## src/lpm_consts.svh

```systemverilog
`ifndef LPM_CONSTS_SVH
`define LPM_CONSTS_SVH
// Bus address and register offsets
`define LPM_I2C_ADDR   7'h44
`define LPM_REG_CMD1   8'h00
`define LPM_REG_CMD2   8'h01
`define LPM_REG_DATA_L 8'h02
`define LPM_REG_DATA_H 8'h03
`define LPM_REG_TLO_L  8'h04
`define LPM_REG_TLO_H  8'h05
`define LPM_REG_THI_L  8'h06
`define LPM_REG_THI_H  8'h07
// Reset values
`define LPM_CMD2_RST   8'h00
`define LPM_DATA_RST   16'h0000
`define LPM_TLO_RST    16'h0000
`define LPM_THI_RST    16'hFFFF
// Operating mode codes, continuous bit index and proximity channel code
`define LPM_MODE_OFF   3'h0
`define LPM_MODE_RSVD  3'h4
`define LPM_MODE_CONT  2
`define LPM_CHAN_PROX  2'h3
// Second command byte fields
`define LPM_SCHEME     7
`define LPM_FREQ       6
// Conversion lengths in oscillator ticks
`define LPM_TICKS_16   17'h10000
`define LPM_TICKS_12   17'h01000
`define LPM_TICKS_8    17'h00100
`define LPM_TICKS_4    17'h00010
// Persistence counts
`define LPM_PERS_1     5'h01
`define LPM_PERS_4     5'h04
`define LPM_PERS_8     5'h08
`define LPM_PERS_16    5'h10
// Byte framing
`define LPM_BITS_BYTE  4'h8
`define LPM_BIT_LAST   4'h7
// LED modulation timing
`define LPM_CLK_MHZ    10
`define LPM_MOD_HALF_NS 1389
`define LPM_MOD_HALF_CYC ((`LPM_MOD_HALF_NS * `LPM_CLK_MHZ) / 1000)
`endif

```

## src/lpm_pkg.sv

```systemverilog
package lpm_pkg;
  typedef enum logic [2:0] {
    I2C_IDLE, I2C_RX, I2C_ACKOUT, I2C_TX, I2C_ACKIN
  } lpm_i2c_state_t;
  typedef enum logic {SEQ_OFF, SEQ_CONV} lpm_seq_state_t;
endpackage

```

## src/lpm_sync.sv

```systemverilog
`timescale 1ns/1ns
`default_nettype none
module lpm_sync #(
  parameter int WIDTH = 1
) (
  // Clock and reset
  input  wire logic             core_clk,
  input  wire logic             reset_n,
  // Asynchronous in, synchronised out
  input  wire logic [WIDTH-1:0] din,
  output logic      [WIDTH-1:0] dout
);
  logic [WIDTH-1:0] meta_reg;
  // Idle bus level is high, so reset to ones
  always_ff @(posedge core_clk) begin
    if (!reset_n) begin
      meta_reg <= '1;
      dout     <= '1;
    end else begin
      meta_reg <= din;
      dout     <= meta_reg;
    end
  end
endmodule
`default_nettype wire

```

## src/lpm_sequencer.sv

```systemverilog
`include "lpm_consts.svh"
`timescale 1ns/1ns
`default_nettype none
module lpm_sequencer
  import lpm_pkg::*;
#(
  parameter logic [16:0] CONV_TICKS_16 = `LPM_TICKS_16
) (
  // Clock and reset
  input  wire logic        core_clk,
  input  wire logic        reset_n,
  // Serial bus pins
  input  wire logic        sclIn,
  input  wire logic        sdaIn,
  output logic             sdaOut,
  output logic             sdaOe,
  // Interrupt pin, open drain
  output logic             intOut,
  output logic             intOe,
  // Analog front end
  input  wire logic [15:0] adcSample,
  output logic [1:0]       channelSel,
  output logic [1:0]       rangeSel,
  output logic [1:0]       ledAmp,
  output logic             irLedDriveOut,
  output logic             convBusy,
  output logic             intFlag
);
  ////////////////////////////////////////////////////////////////////////
  logic [1:0]     pinSync;
  logic           sclPrev_reg, sdaPrev_reg;
  lpm_i2c_state_t i2cState_reg;
  logic [7:0]     shift_reg, ptr_reg;
  logic [3:0]     bitCnt_reg;
  logic           isAddr_reg, gotPtr_reg, rw_reg, ackRx_reg, sdaOe_reg;
  lpm_seq_state_t seq_reg;
  logic [2:0]     mode_reg;
  logic [1:0]     persist_reg;
  logic           flag_reg, irLed_reg, modPhase_reg;
  logic [7:0]     cmd2_reg;
  logic [15:0]    data_reg, tlo_reg, thi_reg;
  logic [16:0]    convCnt_reg;
  logic [4:0]     persistCnt_reg;
  logic [7:0]     modCnt_reg;

  lpm_sync #(.WIDTH(2)) uPinSync (
    .core_clk (core_clk),
    .reset_n  (reset_n),
    .din      ({sclIn, sdaIn}),
    .dout     (pinSync)
  );

  ////////////////////////////////////////////////////////////////////////
  // Bus condition decode
  wire logic sclS      = pinSync[1];
  wire logic sdaS      = pinSync[0];
  wire logic sclRise   = sclS & ~sclPrev_reg;
  wire logic sclFall   = ~sclS & sclPrev_reg;
  wire logic startCond = sclS & sclPrev_reg & sdaPrev_reg & ~sdaS;
  wire logic stopCond  = sclS & sclPrev_reg & ~sdaPrev_reg & sdaS;
  wire logic byteIn    = (i2cState_reg == I2C_RX) & sclFall &
                         (bitCnt_reg == `LPM_BITS_BYTE);
  wire logic addrHit   = shift_reg[7:1] == `LPM_I2C_ADDR;
  wire logic wrStb     = byteIn & ~isAddr_reg & gotPtr_reg;
  wire logic rdDone    = (i2cState_reg == I2C_ACKIN) & sclRise;
  wire logic reg0Done  = (wrStb | rdDone) & (ptr_reg == `LPM_REG_CMD1);
  wire logic modeWr    = wrStb & (ptr_reg == `LPM_REG_CMD1);
  wire logic [2:0] newMode = shift_reg[7:5];

  // Unmapped offsets, including the test register, read as zero
  wire logic [7:0] rdByte =
    (ptr_reg == `LPM_REG_CMD1)   ? {mode_reg, 2'h0, flag_reg, persist_reg} :
    (ptr_reg == `LPM_REG_CMD2)   ? cmd2_reg :
    (ptr_reg == `LPM_REG_DATA_L) ? data_reg[7:0] :
    (ptr_reg == `LPM_REG_DATA_H) ? data_reg[15:8] :
    (ptr_reg == `LPM_REG_TLO_L)  ? tlo_reg[7:0] :
    (ptr_reg == `LPM_REG_TLO_H)  ? tlo_reg[15:8] :
    (ptr_reg == `LPM_REG_THI_L)  ? thi_reg[7:0] :
    (ptr_reg == `LPM_REG_THI_H)  ? thi_reg[15:8] : 8'h00;

  ////////////////////////////////////////////////////////////////////////
  // Bus slave; start and stop abort any byte in progress
  always_ff @(posedge core_clk) begin
    if (!reset_n) begin
      sclPrev_reg  <= 1'b1;
      sdaPrev_reg  <= 1'b1;
      i2cState_reg <= I2C_IDLE;
      shift_reg    <= '0;
      ptr_reg      <= '0;
      bitCnt_reg   <= '0;
      isAddr_reg   <= 1'b0;
      gotPtr_reg   <= 1'b0;
      rw_reg       <= 1'b0;
      ackRx_reg    <= 1'b0;
      sdaOe_reg    <= 1'b0;
    end else begin
      sclPrev_reg <= sclS;
      sdaPrev_reg <= sdaS;
      if (startCond) begin
        i2cState_reg <= I2C_RX;
        bitCnt_reg   <= '0;
        isAddr_reg   <= 1'b1;
        gotPtr_reg   <= 1'b0;
        sdaOe_reg    <= 1'b0;
      end else if (stopCond) begin
        i2cState_reg <= I2C_IDLE;
        sdaOe_reg    <= 1'b0;
      end else begin
        case (i2cState_reg)
          I2C_RX: begin
            if (sclRise && bitCnt_reg != `LPM_BITS_BYTE) begin
              shift_reg  <= {shift_reg[6:0], sdaS};
              bitCnt_reg <= bitCnt_reg + 4'h1;
            end else if (byteIn && isAddr_reg) begin
              if (addrHit) begin
                rw_reg       <= shift_reg[0];
                sdaOe_reg    <= 1'b1;
                i2cState_reg <= I2C_ACKOUT;
              end else begin
                i2cState_reg <= I2C_IDLE;
              end
            end else if (byteIn) begin
              sdaOe_reg    <= 1'b1;
              i2cState_reg <= I2C_ACKOUT;
              gotPtr_reg   <= 1'b1;
              if (!gotPtr_reg) begin
                ptr_reg <= shift_reg;
              end else begin
                ptr_reg <= ptr_reg + 8'h01;
              end
            end
          end
          I2C_ACKOUT: begin
            if (sclFall) begin
              isAddr_reg <= 1'b0;
              bitCnt_reg <= '0;
              if (rw_reg) begin
                shift_reg    <= rdByte;
                sdaOe_reg    <= ~rdByte[7];
                i2cState_reg <= I2C_TX;
              end else begin
                sdaOe_reg    <= 1'b0;
                i2cState_reg <= I2C_RX;
              end
            end
          end
          I2C_TX: begin
            if (sclFall && bitCnt_reg == `LPM_BIT_LAST) begin
              sdaOe_reg    <= 1'b0;
              i2cState_reg <= I2C_ACKIN;
            end else if (sclFall) begin
              shift_reg  <= {shift_reg[6:0], 1'b0};
              sdaOe_reg  <= ~shift_reg[6];
              bitCnt_reg <= bitCnt_reg + 4'h1;
            end
          end
          I2C_ACKIN: begin
            if (sclRise) begin
              ackRx_reg <= ~sdaS;
              ptr_reg   <= ptr_reg + 8'h01;
            end else if (sclFall && ackRx_reg) begin
              shift_reg    <= rdByte;
              sdaOe_reg    <= ~rdByte[7];
              bitCnt_reg   <= '0;
              i2cState_reg <= I2C_TX;
            end else if (sclFall) begin
              i2cState_reg <= I2C_IDLE;
            end
          end
          default: begin
            sdaOe_reg <= 1'b0;
          end
        endcase
      end
    end
  end

  ////////////////////////////////////////////////////////////////////////
  // Result formatting and window compare
  wire logic [1:0] res = cmd2_reg[3:2];
  wire logic [16:0] convLen = (res == 2'h0) ? CONV_TICKS_16 :
                              (res == 2'h1) ? `LPM_TICKS_12 :
                              (res == 2'h2) ? `LPM_TICKS_8 : `LPM_TICKS_4;
  wire logic [15:0] resMask = (res == 2'h0) ? 16'hFFFF :
                              (res == 2'h1) ? 16'h0FFF :
                              (res == 2'h2) ? 16'h00FF : 16'h000F;
  wire logic [15:0] signPos = resMask ^ {1'b0, resMask[15:1]};
  wire logic [15:0] rawMask = adcSample & resMask;
  wire logic isSigned = (mode_reg[1:0] == `LPM_CHAN_PROX) &
                        cmd2_reg[`LPM_SCHEME];
  wire logic signBit  = |(rawMask & signPos);
  wire logic [15:0] resultFmt = (isSigned & signBit) ? (rawMask | ~resMask)
                                                     : rawMask;
  wire logic aboveHi = isSigned ? ($signed(resultFmt) > $signed(thi_reg))
                                : (resultFmt > thi_reg);
  wire logic belowLo = isSigned ? ($signed(resultFmt) < $signed(tlo_reg))
                                : (resultFmt < tlo_reg);
  wire logic outWin  = aboveHi | belowLo;
  wire logic [4:0] persistNeed = (persist_reg == 2'h0) ? `LPM_PERS_1 :
                                 (persist_reg == 2'h1) ? `LPM_PERS_4 :
                                 (persist_reg == 2'h2) ? `LPM_PERS_8
                                                       : `LPM_PERS_16;
  wire logic [4:0] persistInc = (persistCnt_reg == `LPM_PERS_16) ?
                                persistCnt_reg : persistCnt_reg + 5'h01;
  // Shorter resolution written mid-run must not skip the end
  wire logic convEnd = (seq_reg == SEQ_CONV) &
                       (convCnt_reg >= convLen - 17'h00001);
  wire logic setEvt  = convEnd & ~modeWr & outWin &
                       (persistInc >= persistNeed);
  // A new event beats the clear in the same cycle
  wire logic flagNext = setEvt | (flag_reg & ~reg0Done);
  wire logic ledOn = (seq_reg == SEQ_CONV) &
                     (mode_reg[1:0] == `LPM_CHAN_PROX) &
                     (~cmd2_reg[`LPM_FREQ] | modPhase_reg);
  wire logic modWrap = modCnt_reg == 8'(`LPM_MOD_HALF_CYC - 1);

  ////////////////////////////////////////////////////////////////////////
  // Configuration and thresholds
  always_ff @(posedge core_clk) begin
    if (!reset_n) begin
      persist_reg <= '0;
      cmd2_reg    <= `LPM_CMD2_RST;
      tlo_reg     <= `LPM_TLO_RST;
      thi_reg     <= `LPM_THI_RST;
    end else if (wrStb) begin
      case (ptr_reg)
        `LPM_REG_CMD1:  persist_reg   <= shift_reg[1:0];
        `LPM_REG_CMD2:  cmd2_reg      <= shift_reg;
        `LPM_REG_TLO_L: tlo_reg[7:0]  <= shift_reg;
        `LPM_REG_TLO_H: tlo_reg[15:8] <= shift_reg;
        `LPM_REG_THI_L: thi_reg[7:0]  <= shift_reg;
        `LPM_REG_THI_H: thi_reg[15:8] <= shift_reg;
        default: ;
      endcase
    end
  end

  // Conversion sequencer
  always_ff @(posedge core_clk) begin
    if (!reset_n) begin
      seq_reg        <= SEQ_OFF;
      mode_reg       <= `LPM_MODE_OFF;
      data_reg       <= `LPM_DATA_RST;
      convCnt_reg    <= '0;
      persistCnt_reg <= '0;
      flag_reg       <= 1'b0;
    end else begin
      flag_reg <= flagNext;
      if (modeWr) begin
        mode_reg       <= newMode;
        convCnt_reg    <= '0;
        persistCnt_reg <= '0;
        seq_reg <= (newMode == `LPM_MODE_OFF || newMode == `LPM_MODE_RSVD)
                   ? SEQ_OFF : SEQ_CONV;
      end else if (convEnd) begin
        convCnt_reg    <= '0;
        data_reg       <= resultFmt;
        persistCnt_reg <= outWin ? persistInc : 5'h00;
        if (!mode_reg[`LPM_MODE_CONT]) begin
          seq_reg  <= SEQ_OFF;
          mode_reg <= `LPM_MODE_OFF;
        end
      end else if (seq_reg == SEQ_CONV) begin
        convCnt_reg <= convCnt_reg + 17'h00001;
      end
    end
  end

  // LED modulation divider and registered drive
  always_ff @(posedge core_clk) begin
    if (!reset_n) begin
      modCnt_reg   <= '0;
      modPhase_reg <= 1'b0;
      irLed_reg    <= 1'b0;
    end else begin
      modCnt_reg   <= modWrap ? 8'h00 : modCnt_reg + 8'h01;
      modPhase_reg <= modPhase_reg ^ modWrap;
      irLed_reg    <= ledOn;
    end
  end

  ////////////////////////////////////////////////////////////////////////
  // Open-drain pins only ever pull low
  assign sdaOut        = 1'b0;
  assign sdaOe         = sdaOe_reg;
  assign intOut        = 1'b0;
  assign intOe         = flag_reg;
  assign intFlag       = flag_reg;
  assign channelSel    = mode_reg[1:0];
  assign rangeSel      = cmd2_reg[1:0];
  assign ledAmp        = cmd2_reg[5:4];
  assign irLedDriveOut = irLed_reg;
  assign convBusy      = seq_reg == SEQ_CONV;

  ////////////////////////////////////////////////////////////////////////
  a_single_off: assert property (@(posedge core_clk) disable iff (!reset_n)
    convEnd && !mode_reg[2] && !modeWr |=> seq_reg == SEQ_OFF &&
      mode_reg == `LPM_MODE_OFF ##1
      (seq_reg == SEQ_OFF || $past(modeWr)))
    else $error("single shot did not power down");
  a_cont_restart: assert property (@(posedge core_clk)
    disable iff (!reset_n)
    convEnd && mode_reg[2] && !modeWr |=> seq_reg == SEQ_CONV &&
      convCnt_reg == 17'h00000 && data_reg == $past(resultFmt))
    else $error("continuous conversion did not restart with new data");
  a_off_write: assert property (@(posedge core_clk) disable iff (!reset_n)
    modeWr && newMode == `LPM_MODE_OFF |=> !convBusy ##1 !convBusy)
    else $error("power down write ignored");
  a_conv_bound: assert property (@(posedge core_clk) disable iff (!reset_n)
    convCnt_reg < convLen || $past(wrStb))
    else $error("conversion counter overran its length");
  a_flag_set: assert property (@(posedge core_clk) disable iff (!reset_n)
    setEvt |=> flag_reg && intOe)
    else $error("interrupt not raised on window exit");
  a_flag_hold: assert property (@(posedge core_clk) disable iff (!reset_n)
    flag_reg && !reg0Done |=> flag_reg)
    else $error("interrupt dropped without clear");
  a_flag_clear: assert property (@(posedge core_clk) disable iff (!reset_n)
    reg0Done && !setEvt |=> !flag_reg && !intOe)
    else $error("interrupt not cleared by command access");
  a_persist_reset: assert property (@(posedge core_clk)
    disable iff (!reset_n)
    convEnd && !modeWr && !outWin |=> persistCnt_reg == 5'h00 && !setEvt)
    else $error("persistence count kept after in-window result");
  a_led_only_prox: assert property (@(posedge core_clk)
    disable iff (!reset_n)
    irLedDriveOut |-> $past(convBusy) && $past(mode_reg[1:0]) == 2'h3)
    else $error("LED driven outside proximity conversion");
  a_addr_miss: assert property (@(posedge core_clk) disable iff (!reset_n)
    byteIn && isAddr_reg && !addrHit && !startCond && !stopCond
    |=> i2cState_reg == I2C_IDLE && !sdaOe)
    else $error("slave answered a foreign address");
endmodule
`default_nettype wire

```

## config.mk

```make
export PLATFORM = sky130hd
export DESIGN_NAME = lpm_sequencer
export DESIGN_NICKNAME = d
export VERILOG_FILES = /design/src/lpm_pkg.sv /design/src/lpm_sync.sv /design/src/lpm_sequencer.sv
export VERILOG_INCLUDE_DIRS = /design/src
export SDC_FILE = /design/constraint.sdc
export NUM_CORES = 1
export LEC_CHECK = 0
export BUFFER_PORTS_ARGS = -buffer_cell sky130_fd_sc_hd__buf_2
export CAP_MARGIN = 20
export CORE_MARGIN = 2
export CORE_UTILIZATION = 40
export CTS_CLUSTER_SIZE = 40
export DETAILED_ROUTE_END_ITERATION = 8
export GPL_TIMING_DRIVEN = 1
export PLACE_DENSITY_LB_ADDON = 0.3
export SYNTH_ARGS = -nofsm -noshare
export SYNTH_HDL_FRONTEND = slang
export SYNTH_HIERARCHICAL = 1
export SYNTH_SLANG_ARGS = --single-unit
```

## constraint.sdc

```tcl
create_clock -name core_clk -period 8.97 [get_ports core_clk]
set_clock_uncertainty 0.15 [all_clocks]
set_input_delay 1.3455 -clock core_clk [delete_from_list [all_inputs] [get_ports core_clk]]
set_output_delay 1.3455 -clock core_clk [all_outputs]
set_load 0.005 [all_outputs]
```

==> impl_metrics.csv <==
group,metric,value,unit
run_status,outcome,"finished, final reports clean",
pwr,power,1.36,mW
global_route,overflow,0,
setup_path,worstSetupEndpointType,"register",
synthesis,ys_async_sr_fraction,0,%
route,viasPerCell,5.33,
clocking,clock-sinks,129,
clocking,post_cts_resized,0,
sta,min_period,4.38,ns
setup_path,rr_endpoint,"persistCnt_reg[2]",
route,drt_iter0_markers,635,
synthesis,syn_avg_cell_area,7.99,um^2
setup_path,crit_family,"compound AO/OA/AOI/OAI gates",
layout,layout-drive-gt1-share,8.81,%
clocking,cts_tree,"built",
sta,worst_pin_slew,0.910,ns
clocking,cts-root-buf,"clkbuf_16",
setup_path,cp_max_fo,5,
global_route,grt_pass1_wl,33.2,mm
worst_hold_path,hold_path_depth,1,
floorplanning,die_w,144,um
global_route,antenna_found_initial,0,
route,num_vias,6677,
floorplanning,ios,33,
floorplanning,initial_core_util,40.5,%
synthesis,synth_area,7800,um^2
synthesis,synthTopCellsByArea,"dfxtp_1 (33%), ha_1 (9.6%), nand2_1 (4.9%)",
synthesis,ys_seq_area_share,33.1,%
layout,fin_nets,1055,
worst_hold_path,min_to,"uPinSync/dout[1]",
clocking,clock_latency,0.43,ns
worst_hold_path,hp-start,"uPinSync/meta_reg[1]",
pwr,vdd_drop_max,102,uV
setup_path,cpPeakStageDelay,0.46,ns
layout,mostFrequentLayoutCells,"dfxtp_1 (129), nand2_1 (101), nand3_1 (69), inv_1 (64), nor2_1 (61)",
synthesis,synth_edf_count,0,
synthesis,ys_types,70,
synthesis,synth_largest_area_cell,"dfxtp_1",
layout,final_area,8660,um^2
clocking,h-tree-depth,4,
pwr,leakage,3.50,nW
sta,maxSlewViolCount,0,
setup_path,crit_type,"input port to register",
floorplanning,die_h,144,um
layout,synthToLayoutAreaGrowth,11.1,%
route,ant_nets,0,
sta,fin_crit_sh,48.9,%
layout,largest_reg_flops,17,
setup_path,startpoint_type,"input port",
route,dr.pass1.iters,5,
worst_hold_path,worstHoldPathType,"register to register",
clocking,cts_setup_buffers,0,
clocking,clock_path_buffers,2,
clocking,hold_buffers,0,
sta,rsz0062_at_grt,"false",
placement,place_area,8040,um^2
pwr,power_density,157,nW/um^2
route,routed_wirelength,20.6,mm
synthesis,postSynthCellCount,976,
setup_path,crit_buf_inv,1,
placement,gp_congestion,0.915,
setup_path,path_common_cell,"o21ai_0",
clocking,cts_made_buffers,17,
setup_path,crit_required,9.10,ns
setup_path,r2r_setup_slack,4.94,ns
layout,antenna_cells,0,
global_route,grt_max_degree,99,
synthesis,yosys_warnings,6,
layout,utilization,45.0,%
sta,finalSetupTns,0,ns
sta,hold_viol_final,0,
setup_path,rr_startpoint,"cmd2_reg[3]",
setup_path,worst-endpoint-arrival,4.52,ns
setup_path,ff2ff_path_depth,13,
sta,slew_headroom,39.3,%
sta,setup_viol,0,
global_route,grt_pass1_vias,6295,
placement,io_buffers,30,
sta,hold_slack,0.256,ns
placement,dp_hpwl,14.5,mm
setup_path,cpMaxStageDelayCell,"mux4_2",
route,drc_errors,0,
global_route,grt_use_total,20.6,%
synthesis,synth_top_area_share,33.1,%
sta,fmax,228,MHz
flow_run,drv_cap,0,
synthesis,ys.flop_type,"dfxtp_1",
layout,final_common_cell,"dfxtp_1",
floorplanning,core,19300,um^2
floorplanning,die_area,20600,um^2
setup_path,crit_chain,"buf_2 -> mux4_2 -> nand2b_1 -> or2_2 -> o21ai_0 -> ha_1 -> nand4_1 -> nor2_1 -> o21ai_0 -> o21ai_0 -> xnor2_1 -> o221a_2 -> o211ai_1 -> o22ai_1",
synthesis,synth_seq_cells,129,
floorplanning,row_count,51,
clocking,clkTransAtPathRegs,0.06,ns
route,wl_per_cell,16.4,um
## report_power, final
group | internal (mW) | switching [mW]
registers | 0.576 | 0.00367
clock network | 0.448 | 0.284
logic | 0.0206 | 0.0287
total | 1.04 | 0.316
## cells by family after synthesis
kind of cell,after synthesis,share of synthesized area (%)
DFF,129,33.1
AOI/OAI and AO/OA,217,17.4
xor gates and xnor gates,29,3.26
buffers and inverters,122,6.83
other,2,0.0963
adders and majority gates,60,9.62
muxes,33,4.40
and+or+nand+nor,384,25.3
## synthesized netlist by cell type, types with 17 or more instances
master / count
inv_1: 64
nand3_1: 69
xor2_1: 18
nand4_1: 21
dfxtp_1: 129
a21oi_1: 57
nor2b_1: 33
nand2b_1: 17
o21ai_0: 57
clkbuf_1: 34
ha_1: 60
nand2_1: 101
a21boi_0: 24
nor2_1: 61
mux2i_1: 32
## cell type report
class                           count  area [um^2]
Inverter                           64          240
Multi-Input combinational cell    726         4690
Timing Repair Buffer               37          206
Clock inverter                     14          176
Fill cell                        1957        10600
Clock buffer                       18          439
Sequential cell                   129         2580
Tap cell                          265          332
## metal layers
layer  vias up  part of all wire, %  global-route usage, %
met5         -                    0                      0
met4         0                  2.3                   7.28
met3        36                  4.0                   4.17
met2       146                   45                   32.2
met1      3079                   48                   28.3
li1       3416                    -                      -
## through the flow
step,worst slack (ns),cells
after floorplan,4.76,977
after global placement,4.30,1220
after detailed placement,4.25,1220
after CTS,4.68,1252
after global routing,4.35,1253
final,4.59,1253
## worst max-delay path by stage
stage,from,end,cells past startpoint,slack [ns]
after floorplan,adcSample[3],intFlag,13,4.76
after global placement,adcSample[3],persistCnt_reg[3],14,4.30
after detailed placement,adcSample[3],persistCnt_reg[2],14,4.25
after CTS,adcSample[3],persistCnt_reg[2],14,4.68
after global routing,adcSample[3],persistCnt_reg[2],14,4.35
final,adcSample[3],persistCnt_reg[2],14,4.59
## worst reg2reg max path, cell delays in order, from the launching register on
cell and delay, ns:
dfxtp_1 0.59, mux4_2 0.56, nand2b_1 0.16, or2_2 0.17, o21ai_0 0.19, ha_1 0.39, nand4_1 0.10, nor2_1 0.19
o21ai_0 0.13, o21ai_0 0.30, xnor2_1 0.11, o221a_2 0.28, o211ai_1 0.41, o22ai_1 0.15
(Power assumes the default switching activity.)
